==> src/rtl/u2_cfg.svh <==
`ifndef U2_CFG_SVH
`define U2_CFG_SVH

// Register indices; byte address is four times the index
`define U2_IDX_CTRL      8'h8E
`define U2_IDX_BUF       8'h8F
`define U2_IDX_BAUD      8'h90
`define U2_IDX_ISTAT     8'h91
`define U2_IDX_IMASK     8'h92

// Control register field positions
`define U2_CTRL_MODE     7
`define U2_CTRL_RXEN     4
`define U2_CTRL_TX9      3
`define U2_CTRL_RX9      2
`define U2_CTRL_TXDONE   1
`define U2_CTRL_RXDONE   0

// Interrupt status and mask bit positions
`define U2_IRQ_RX        0
`define U2_IRQ_TX        1

// Bus, baud and frame constants
`define U2_ADDR_W        12
`define U2_RESP_OKAY     2'h0
`define U2_RESP_SLVERR   2'h2
`define U2_BAUD_RST      16'h0364
`define U2_DATA_BITS     4'h8

`endif

==> src/rtl/u2_pkg.sv <==
package u2_pkg;

  // Shared serial frame phases for both shifters
  typedef enum logic [1:0] {
    U2_IDLE  = 2'b00,
    U2_START = 2'b01,
    U2_DATA  = 2'b10,
    U2_STOP  = 2'b11
  } u2_phase_t;

endpackage

==> src/rtl/u2_status_buffer.sv <==
// Overview of operation
// - Nine-bit mode stores received ninth bit, bit 2
// - Transmit-done flag sets as stop bit begins
// - Receive-done flag sets at stop-bit sample point
// - Flags clear only by software write
// - Buffer write transmits, read returns received character
`timescale 1ns/1ns
`include "u2_cfg.svh"

module u2_status_buffer #(
  parameter logic [15:0] BAUD_DIV_RST = `U2_BAUD_RST
) (
  input  wire logic                   aclk,
  input  wire logic                   aresetn,
  input  wire logic [`U2_ADDR_W-1:0]  s_axi_awaddr,
  input  wire logic                   s_axi_awvalid,
  output logic                        s_axi_awready,
  input  wire logic [31:0]            s_axi_wdata,
  input  wire logic [3:0]             s_axi_wstrb,
  input  wire logic                   s_axi_wvalid,
  output logic                        s_axi_wready,
  output logic [1:0]                  s_axi_bresp,
  output logic                        s_axi_bvalid,
  input  wire logic                   s_axi_bready,
  input  wire logic [`U2_ADDR_W-1:0]  s_axi_araddr,
  input  wire logic                   s_axi_arvalid,
  output logic                        s_axi_arready,
  output logic [31:0]                 s_axi_rdata,
  output logic [1:0]                  s_axi_rresp,
  output logic                        s_axi_rvalid,
  input  wire logic                   s_axi_rready,
  input  wire logic                   rxd,
  output logic                        txd,
  output logic                        irq
);

  // Word decode: index to byte address
  function automatic logic hit(input logic [`U2_ADDR_W-1:0] addr, input logic [7:0] idx);
    hit = (addr[`U2_ADDR_W-1:2] == {2'b00, idx});
  endfunction

  logic                   aw_hold_reg;
  logic [`U2_ADDR_W-1:0]  awaddr_reg;
  logic                   w_hold_reg;
  logic [31:0]            wdata_reg;
  logic [3:0]             wstrb_reg;
  logic                   bvalid_reg;
  logic [1:0]             bresp_reg;
  logic                   rvalid_reg;
  logic [31:0]            rdata_reg;
  logic [1:0]             rresp_reg;
  logic                   do_wr;
  logic                   wr_ctrl;
  logic                   wr_buf;
  logic                   wr_baud;
  logic                   wr_istat;
  logic                   wr_imask;
  logic                   wr_known;

  logic                   mode9_reg;
  logic                   rx_en_reg;
  logic                   tx_ninth_reg;
  logic                   rx_ninth_bit_reg;
  logic                   tx_done_flag_reg;
  logic                   rx_done_flag_reg;
  logic [7:0]             ctrl_rd;
  logic [15:0]            baud_div_reg;
  logic [1:0]             istat_reg;
  logic [1:0]             imask_reg;

  logic [7:0]             tx_data_reg;
  logic                   tx_pend_reg;
  u2_pkg::u2_phase_t      tx_phase_reg;
  logic [15:0]            tx_cnt_reg;
  logic [3:0]             tx_bit_reg;
  logic [8:0]             tx_shift_reg;
  logic                   txd_reg;
  logic                   tx_stop_set;
  logic                   tx_start;

  logic                   rx_sync1_reg;
  logic                   rx_sync2_reg;
  logic                   rx_prev_reg;
  u2_pkg::u2_phase_t      rx_phase_reg;
  logic [15:0]            rx_cnt_reg;
  logic [3:0]             rx_bit_reg;
  logic [8:0]             rx_shift_reg;
  logic [7:0]             rx_data_reg;
  logic                   rx_stop_set;
  logic [3:0]             frame_bits;

  // Bus handshakes; one write and one read in flight at most
  assign s_axi_awready = !aw_hold_reg && !bvalid_reg;
  assign s_axi_wready  = !w_hold_reg && !bvalid_reg;
  assign s_axi_arready = !rvalid_reg;
  assign s_axi_bvalid  = bvalid_reg;
  assign s_axi_bresp   = bresp_reg;
  assign s_axi_rvalid  = rvalid_reg;
  assign s_axi_rdata   = rdata_reg;
  assign s_axi_rresp   = rresp_reg;
  assign txd           = txd_reg;
  assign irq           = |(istat_reg & imask_reg);

  // Write address and data decode
  assign do_wr    = aw_hold_reg && w_hold_reg && !bvalid_reg;
  assign wr_ctrl  = do_wr && wstrb_reg[0] && hit(awaddr_reg, `U2_IDX_CTRL);
  assign wr_buf   = do_wr && wstrb_reg[0] && hit(awaddr_reg, `U2_IDX_BUF);
  assign wr_baud  = do_wr && hit(awaddr_reg, `U2_IDX_BAUD);
  assign wr_istat = do_wr && wstrb_reg[0] && hit(awaddr_reg, `U2_IDX_ISTAT);
  assign wr_imask = do_wr && wstrb_reg[0] && hit(awaddr_reg, `U2_IDX_IMASK);
  assign wr_known = hit(awaddr_reg, `U2_IDX_CTRL) || hit(awaddr_reg, `U2_IDX_BUF) ||
                    hit(awaddr_reg, `U2_IDX_BAUD) || hit(awaddr_reg, `U2_IDX_ISTAT) ||
                    hit(awaddr_reg, `U2_IDX_IMASK);
  assign frame_bits = mode9_reg ? (`U2_DATA_BITS + 4'h1) : `U2_DATA_BITS;

  // Control register read image; unused bits read zero
  always_comb begin
    ctrl_rd                  = 8'h00;
    ctrl_rd[`U2_CTRL_MODE]   = mode9_reg;
    ctrl_rd[`U2_CTRL_RXEN]   = rx_en_reg;
    ctrl_rd[`U2_CTRL_TX9]    = tx_ninth_reg;
    ctrl_rd[`U2_CTRL_RX9]    = rx_ninth_bit_reg;
    ctrl_rd[`U2_CTRL_TXDONE] = tx_done_flag_reg;
    ctrl_rd[`U2_CTRL_RXDONE] = rx_done_flag_reg;
  end

  // Write channels: address and data taken in either order
  always_ff @(posedge aclk) begin
    if (!aresetn) begin
      aw_hold_reg <= 1'b0;
      awaddr_reg  <= '0;
      w_hold_reg  <= 1'b0;
      wdata_reg   <= 32'h0000_0000;
      wstrb_reg   <= 4'h0;
      bvalid_reg  <= 1'b0;
      bresp_reg   <= `U2_RESP_OKAY;
    end else begin
      if (s_axi_awvalid && s_axi_awready) begin
        aw_hold_reg <= 1'b1;
        awaddr_reg  <= s_axi_awaddr;
      end
      if (s_axi_wvalid && s_axi_wready) begin
        w_hold_reg <= 1'b1;
        wdata_reg  <= s_axi_wdata;
        wstrb_reg  <= s_axi_wstrb;
      end
      if (do_wr) begin
        aw_hold_reg <= 1'b0;
        w_hold_reg  <= 1'b0;
        bvalid_reg  <= 1'b1;
        bresp_reg   <= wr_known ? `U2_RESP_OKAY : `U2_RESP_SLVERR;
      end else if (bvalid_reg && s_axi_bready) begin
        bvalid_reg <= 1'b0;
      end
    end
  end

  // Read channel; reads have no side effects
  always_ff @(posedge aclk) begin
    if (!aresetn) begin
      rvalid_reg <= 1'b0;
      rdata_reg  <= 32'h0000_0000;
      rresp_reg  <= `U2_RESP_OKAY;
    end else if (s_axi_arvalid && s_axi_arready) begin
      rvalid_reg <= 1'b1;
      rresp_reg  <= `U2_RESP_OKAY;
      if (hit(s_axi_araddr, `U2_IDX_CTRL)) begin
        rdata_reg <= {24'h00_0000, ctrl_rd};
      end else if (hit(s_axi_araddr, `U2_IDX_BUF)) begin
        rdata_reg <= {24'h00_0000, rx_data_reg};
      end else if (hit(s_axi_araddr, `U2_IDX_BAUD)) begin
        rdata_reg <= {16'h0000, baud_div_reg};
      end else if (hit(s_axi_araddr, `U2_IDX_ISTAT)) begin
        rdata_reg <= {30'h0000_0000, istat_reg};
      end else if (hit(s_axi_araddr, `U2_IDX_IMASK)) begin
        rdata_reg <= {30'h0000_0000, imask_reg};
      end else begin
        rdata_reg <= 32'h0000_0000;
        rresp_reg <= `U2_RESP_SLVERR;
      end
    end else if (rvalid_reg && s_axi_rready) begin
      rvalid_reg <= 1'b0;
    end
  end

  // Control fields; a hardware set beats a same-cycle software clear
  always_ff @(posedge aclk) begin
    if (!aresetn) begin
      mode9_reg        <= 1'b0;
      rx_en_reg        <= 1'b0;
      tx_ninth_reg     <= 1'b0;
      rx_ninth_bit_reg <= 1'b0;
      tx_done_flag_reg <= 1'b0;
      rx_done_flag_reg <= 1'b0;
    end else begin
      if (wr_ctrl) begin
        mode9_reg        <= wdata_reg[`U2_CTRL_MODE];
        rx_en_reg        <= wdata_reg[`U2_CTRL_RXEN];
        tx_ninth_reg     <= wdata_reg[`U2_CTRL_TX9];
        rx_ninth_bit_reg <= wdata_reg[`U2_CTRL_RX9];
        tx_done_flag_reg <= wdata_reg[`U2_CTRL_TXDONE];
        rx_done_flag_reg <= wdata_reg[`U2_CTRL_RXDONE];
      end
      if (tx_stop_set) begin
        tx_done_flag_reg <= 1'b1;
      end
      if (rx_stop_set) begin
        rx_done_flag_reg <= 1'b1;
        if (mode9_reg) begin
          rx_ninth_bit_reg <= rx_shift_reg[8];
        end
      end
    end
  end

  // Bit period and interrupt registers; status is write-one-to-clear
  always_ff @(posedge aclk) begin
    if (!aresetn) begin
      baud_div_reg <= BAUD_DIV_RST;
      istat_reg    <= 2'h0;
      imask_reg    <= 2'h0;
    end else begin
      if (wr_baud && wstrb_reg[0]) begin
        baud_div_reg[7:0] <= wdata_reg[7:0];
      end
      if (wr_baud && wstrb_reg[1]) begin
        baud_div_reg[15:8] <= wdata_reg[15:8];
      end
      if (wr_imask) begin
        imask_reg <= wdata_reg[1:0];
      end
      istat_reg[`U2_IRQ_RX] <= rx_stop_set ||
        (istat_reg[`U2_IRQ_RX] && !(wr_istat && wdata_reg[`U2_IRQ_RX]));
      istat_reg[`U2_IRQ_TX] <= tx_stop_set ||
        (istat_reg[`U2_IRQ_TX] && !(wr_istat && wdata_reg[`U2_IRQ_TX]));
    end
  end

  // Transmit holding byte; separate from the receive byte
  always_ff @(posedge aclk) begin
    if (!aresetn) begin
      tx_data_reg <= 8'h00;
      tx_pend_reg <= 1'b0;
    end else begin
      if (wr_buf) begin
        tx_data_reg <= wdata_reg[7:0];
        tx_pend_reg <= 1'b1;
      end else if (tx_start) begin
        tx_pend_reg <= 1'b0;
      end
    end
  end

  assign tx_start    = tx_pend_reg && (tx_phase_reg == u2_pkg::U2_IDLE) && !wr_buf;
  assign tx_stop_set = (tx_phase_reg == u2_pkg::U2_DATA) && (tx_cnt_reg == 16'h0000) &&
                       (tx_bit_reg == frame_bits - 4'h1);

  // Transmit shifter: start, data LSB first, optional ninth, stop
  always_ff @(posedge aclk) begin
    if (!aresetn) begin
      tx_phase_reg <= u2_pkg::U2_IDLE;
      tx_cnt_reg   <= 16'h0000;
      tx_bit_reg   <= 4'h0;
      tx_shift_reg <= 9'h000;
      txd_reg      <= 1'b1;
    end else begin
      case (tx_phase_reg)
        u2_pkg::U2_IDLE: begin
          txd_reg <= 1'b1;
          if (tx_start) begin
            tx_shift_reg <= {tx_ninth_reg, tx_data_reg};
            tx_cnt_reg   <= baud_div_reg - 16'h0001;
            txd_reg      <= 1'b0;
            tx_phase_reg <= u2_pkg::U2_START;
          end
        end
        u2_pkg::U2_START: begin
          if (tx_cnt_reg == 16'h0000) begin
            tx_cnt_reg   <= baud_div_reg - 16'h0001;
            tx_bit_reg   <= 4'h0;
            txd_reg      <= tx_shift_reg[0];
            tx_shift_reg <= {1'b0, tx_shift_reg[8:1]};
            tx_phase_reg <= u2_pkg::U2_DATA;
          end else begin
            tx_cnt_reg <= tx_cnt_reg - 16'h0001;
          end
        end
        u2_pkg::U2_DATA: begin
          if (tx_cnt_reg == 16'h0000) begin
            tx_cnt_reg <= baud_div_reg - 16'h0001;
            if (tx_stop_set) begin
              txd_reg      <= 1'b1;
              tx_phase_reg <= u2_pkg::U2_STOP;
            end else begin
              tx_bit_reg   <= tx_bit_reg + 4'h1;
              txd_reg      <= tx_shift_reg[0];
              tx_shift_reg <= {1'b0, tx_shift_reg[8:1]};
            end
          end else begin
            tx_cnt_reg <= tx_cnt_reg - 16'h0001;
          end
        end
        u2_pkg::U2_STOP: begin
          if (tx_cnt_reg == 16'h0000) begin
            tx_phase_reg <= u2_pkg::U2_IDLE;
          end else begin
            tx_cnt_reg <= tx_cnt_reg - 16'h0001;
          end
        end
        default: begin
          tx_phase_reg <= u2_pkg::U2_IDLE;
        end
      endcase
    end
  end

  // Line input synchroniser; the second stage and its one-cycle-delayed copy feed logic
  always_ff @(posedge aclk) begin
    if (!aresetn) begin
      rx_sync1_reg <= 1'b1;
      rx_sync2_reg <= 1'b1;
      rx_prev_reg  <= 1'b1;
    end else begin
      rx_sync1_reg <= rxd;
      rx_sync2_reg <= rx_sync1_reg;
      rx_prev_reg  <= rx_sync2_reg;
    end
  end

  assign rx_stop_set = (rx_phase_reg == u2_pkg::U2_STOP) && (rx_cnt_reg == 16'h0000);

  // Receive shifter: samples mid-bit; framing errors are not flagged
  always_ff @(posedge aclk) begin
    if (!aresetn) begin
      rx_phase_reg <= u2_pkg::U2_IDLE;
      rx_cnt_reg   <= 16'h0000;
      rx_bit_reg   <= 4'h0;
      rx_shift_reg <= 9'h000;
      rx_data_reg  <= 8'h00;
    end else begin
      case (rx_phase_reg)
        u2_pkg::U2_IDLE: begin
          if (rx_en_reg && rx_prev_reg && !rx_sync2_reg) begin
            rx_cnt_reg   <= {1'b0, baud_div_reg[15:1]};
            rx_phase_reg <= u2_pkg::U2_START;
          end
        end
        u2_pkg::U2_START: begin
          if (rx_cnt_reg == 16'h0000) begin
            rx_cnt_reg   <= baud_div_reg - 16'h0001;
            rx_bit_reg   <= 4'h0;
            // Glitch rejection: a high line at mid start bit aborts
            rx_phase_reg <= rx_sync2_reg ? u2_pkg::U2_IDLE : u2_pkg::U2_DATA;
          end else begin
            rx_cnt_reg <= rx_cnt_reg - 16'h0001;
          end
        end
        u2_pkg::U2_DATA: begin
          if (rx_cnt_reg == 16'h0000) begin
            rx_cnt_reg   <= baud_div_reg - 16'h0001;
            rx_shift_reg <= {rx_sync2_reg, rx_shift_reg[8:1]};
            rx_bit_reg   <= rx_bit_reg + 4'h1;
            if (rx_bit_reg == frame_bits - 4'h1) begin
              rx_phase_reg <= u2_pkg::U2_STOP;
            end
          end else begin
            rx_cnt_reg <= rx_cnt_reg - 16'h0001;
          end
        end
        u2_pkg::U2_STOP: begin
          if (rx_stop_set) begin
            // Eight-bit frames sit one place higher in the shifter
            rx_data_reg  <= mode9_reg ? rx_shift_reg[7:0] : rx_shift_reg[8:1];
            rx_phase_reg <= u2_pkg::U2_IDLE;
          end else begin
            rx_cnt_reg <= rx_cnt_reg - 16'h0001;
          end
        end
        default: begin
          rx_phase_reg <= u2_pkg::U2_IDLE;
        end
      endcase
    end
  end

endmodule

==> config.mk <==
export PLATFORM = sky130hd
export DESIGN_NAME = u2_status_buffer
export DESIGN_NICKNAME = d
export VERILOG_FILES = /design/src/rtl/u2_pkg.sv /design/src/rtl/u2_status_buffer.sv
export VERILOG_INCLUDE_DIRS = /design/src /design/src/rtl
export SDC_FILE = /design/constraint.sdc
export NUM_CORES = 1
export LEC_CHECK = 0
export BUFFER_PORTS_ARGS = -buffer_cell sky130_fd_sc_hd__buf_2
export CAP_MARGIN = 10
export CORE_MARGIN = 2
export CORE_UTILIZATION = 40
export CTS_BUF_LIST = sky130_fd_sc_hd__clkbuf_2 sky130_fd_sc_hd__clkbuf_4 sky130_fd_sc_hd__clkbuf_8
export DETAILED_ROUTE_END_ITERATION = 8
export SYNTH_ARGS = -nofsm -noshare
export SYNTH_HDL_FRONTEND = slang
export SYNTH_SLANG_ARGS = --single-unit
==> constraint.sdc <==
create_clock -name aclk -period 6.2 [get_ports aclk]
set_input_delay 0.31 -clock aclk [delete_from_list [all_inputs] [get_ports aclk]]
set_output_delay 0.31 -clock aclk [all_outputs]
set_load 0.03 [all_outputs]
==> results.json <==
{
  "finalSetupViolations": 0,
  "irDropWorstVdd_mv": 0.159,
  "yosys_most_used_dff": "dfxtp_1",
  "slew_headroom": 0.204,
  "gr-total-overflow": 0,
  "p_leak_nw": 3.51,
  "finalWorstSetupSlack_ps": 3350,
  "setup.worst_path.start_class": "flip-flop",
  "cts_tree": "built",
  "fin_util": 0.448,
  "crit_required_ps": 6560,
  "finalWirelength_um": 22300,
  "ys_warn_count": 0,
  "grt_pass1_vias": 6713,
  "finalNetCount": 1152,
  "finalSetupTns_ps": 0,
  "grt_util_met2": 0.318,
  "fmax_ghz": 0.351,
  "grt_usage": 0.205,
  "gp_congestion": 0.872,
  "die_width_um": 148,
  "antenna_found_initial": 0,
  "synthArstFlopShare": 0,
  "hp-class": "in -> reg",
  "grt_first_pass_wirelength_um": 35900,
  "drv_slew": 0,
  "routed-via-count": 7475,
  "synth.avg_cell_area_um2": 7.99,
  "top_usage_layer": "met2",
  "fin_crit_ps": 2850,
  "p_per_area_nw_per_um2": 311,
  "yosysUniqueCellTypes": 78,
  "io_pins": 111,
  "status": "complete, no violations",
  "clk_pin_slew_worst_paths_ps": 100,
  "wl_per_cell_um": 16.5,
  "hpwl_um": 15100,
  "finClkSkew_ps": 15.9,
  "viasPerCell": 5.53,
  "synthCells": 1035,
  "portBuffers": 70,
  "end_kind": "flip-flop",
  "use_met1": 0.282,
  "first_pass_iters": 5,
  "hold_viol_final": 0,
  "synth_area_um2": 8270,
  "rsz0062_at_grt": "false",
  "drcViolationCount": 0,
  "dp_worst_setup_slack_ps": 3370,
  "dr.first_iter.drc_count": 542,
  "crit_type": "reg -> reg",
  "power_mw": 2.82,
  "die_h_um": 148,
  "antenna_left": 0,
  "finalCritPeriodShare": 0.460,
  "start_util": 0.409,
  "syn2layout_area_growth_pct": 9.70,
  "met3_usage": 0.0454,
  "cap_violations": 0,
  "whs_ps": 62.9,
  "cts_buffers": 17,
  "synth-edff-count": 0,
  "insertion_delay_ps": 470,
  "cts.sinks": 159,
  "rows": 52,
  "core_um2": 20200,
  "yosysSeqAreaShare": 0.385,
  "synth_seq_cells": 159,
  "cts_root_buf": "clkbuf_8",
  "n_antenna_cell": 0,
  "dieArea_um2": 21800,
  "grt_start_max_net_pins": 71,
  "h-tree-depth": 4,
  "num-fill-cells": 2107,
  "worstPathArrival_ps": 3210,
  "drive_gt1_frac": 0.133,
  "worst_pin_slew_ps": 1190,
  "cp_max_fo": 32,
  "clk_path_buf_depth": 2
}
through the flow:
step,area (um^2),instances
2_1_floorplan,8330,1052
3_3_place_gp,8640,1318
3_5_place_dp,8640,1318
4_1_cts,9070,1352
5_1_grt,9070,1352
6_report,9070,1352
routing by layer:
metal | share of wire | vias to the layer above | wire, um
met2 | 0.46 | 192 | 10200
met4 | 0.023 | 0 | 511
met3 | 0.047 | 34 | 1040
met1 | 0.47 | 3553 | 10500
met5 | 0 | - | 0
li1 | - | 3696 | -
report_power, final:
part	switching (mW)	internal (mW)
clock network	0.441	0.367
registers	0.0484	1.07
logic	0.595	0.304
total	1.08	1.74
layout by cell type, fill, tap and decap left out, drive strengths merged, types with 5 or more instances in the layout:
cell type | Yosys | routed
inv | 29 | 37
nor3b | 9 | 9
nor3 | 29 | 29
ha | 15 | 15
o22ai | 20 | 20
o211ai | 9 | 9
and2 | 7 | 7
nor4 | 14 | 14
a31oi | 12 | 12
nor2 | 107 | 107
a21oi | 110 | 110
nand2 | 181 | 181
xor2 | 12 | 12
clkbuf | 45 | 20
nand4 | 9 | 9
a22oi | 12 | 12
mux2 | 13 | 13
xnor2 | 16 | 16
dfxtp | 159 | 159
buf | 33 | 74
mux2i | 42 | 42
a221oi | 5 | 5
or4 | 12 | 12
and3 | 6 | 6
nand2b | 7 | 7
nand3 | 17 | 17
conb | 1 | 18
o21ai | 34 | 34
critical path, cell delays in order, from the launching register on:
cell and delay [ps]:
dfxtp_1 370, inv_1 130, ha_1 380, or4b_2 660, nor4_4 360, a21boi_2 100
buf_4 260, nand3_1 150, a2111oi_0 80, or2_1 250
cell families (layout without fill, tap and decap cells):
| group | Yosys count | count (layout) | synth area share |
|---|---|---|---|
| and+or+nand+nor | 422 | 422 | 0.244 |
| AOI/OAI and AO/OA | 248 | 248 | 0.187 |
| DFF | 159 | 159 | 0.385 |
| buffers and inverters | 107 | 137 | 0.0628 |
| muxes | 55 | 55 | 0.0685 |
| xor gates and xnor gates | 28 | 28 | 0.0297 |
| adders and majority gates | 15 | 15 | 0.0227 |
| other | 1 | 18 | 0.000453 |
area by class of cell:
cell class                 count  area (um^2)  area share
clock buffer                  20          275      0.0303
clock inverter                12          134      0.0148
inverter                      29          110      0.0121
multi-input combinational    786         4630       0.511
sequential                   159         3180       0.351
tap                          270          338      0.0372
timing repair buffer          76          400      0.0441
repair_timing:
action,CTS,global route
endpoints found under the hold margin,2,0
setup buffers,0,0
hold buffers,2,0
resized for setup,0,0
endpoints found under the setup margin,0,0
path summary, 6_finish.rpt:
kind                                 end                         from  slack (ps)  cells after the start
max          rx_cnt_reg[14]$_SDFFE_PN0P_   rx_cnt_reg[0]$_SDFFE_PN0P_        3350                      9
min           awaddr_reg[5]$_SDFFE_PN0P_              s_axi_awaddr[5]          60                      3
max reg2reg  rx_cnt_reg[14]$_SDFFE_PN0P_   rx_cnt_reg[0]$_SDFFE_PN0P_        3350                      9
min reg2reg  tx_data_reg[6]$_SDFFE_PN0P_  tx_data_reg[6]$_SDFFE_PN0P_         450                      2
cell usage after synthesis (13+ instances only):
library cell / count / area share
dfxtp_1: 159 / 0.38
a21oi_1: 110 / 0.067
clkbuf_1: 45 / 0.020
ha_1: 15 / 0.023
nor3_1: 25 / 0.015
buf_4: 21 / 0.019
mux2i_1: 42 / 0.051
mux2_2: 13 / 0.018
inv_1: 28 / 0.013
xnor2_1: 16 / 0.017
nor2_1: 107 / 0.049
o22ai_1: 20 / 0.015
nand3_1: 17 / 0.010
nand2_1: 181 / 0.082
o21ai_0: 33 / 0.020
Note: power is estimated with default switching activity, not from simulation.
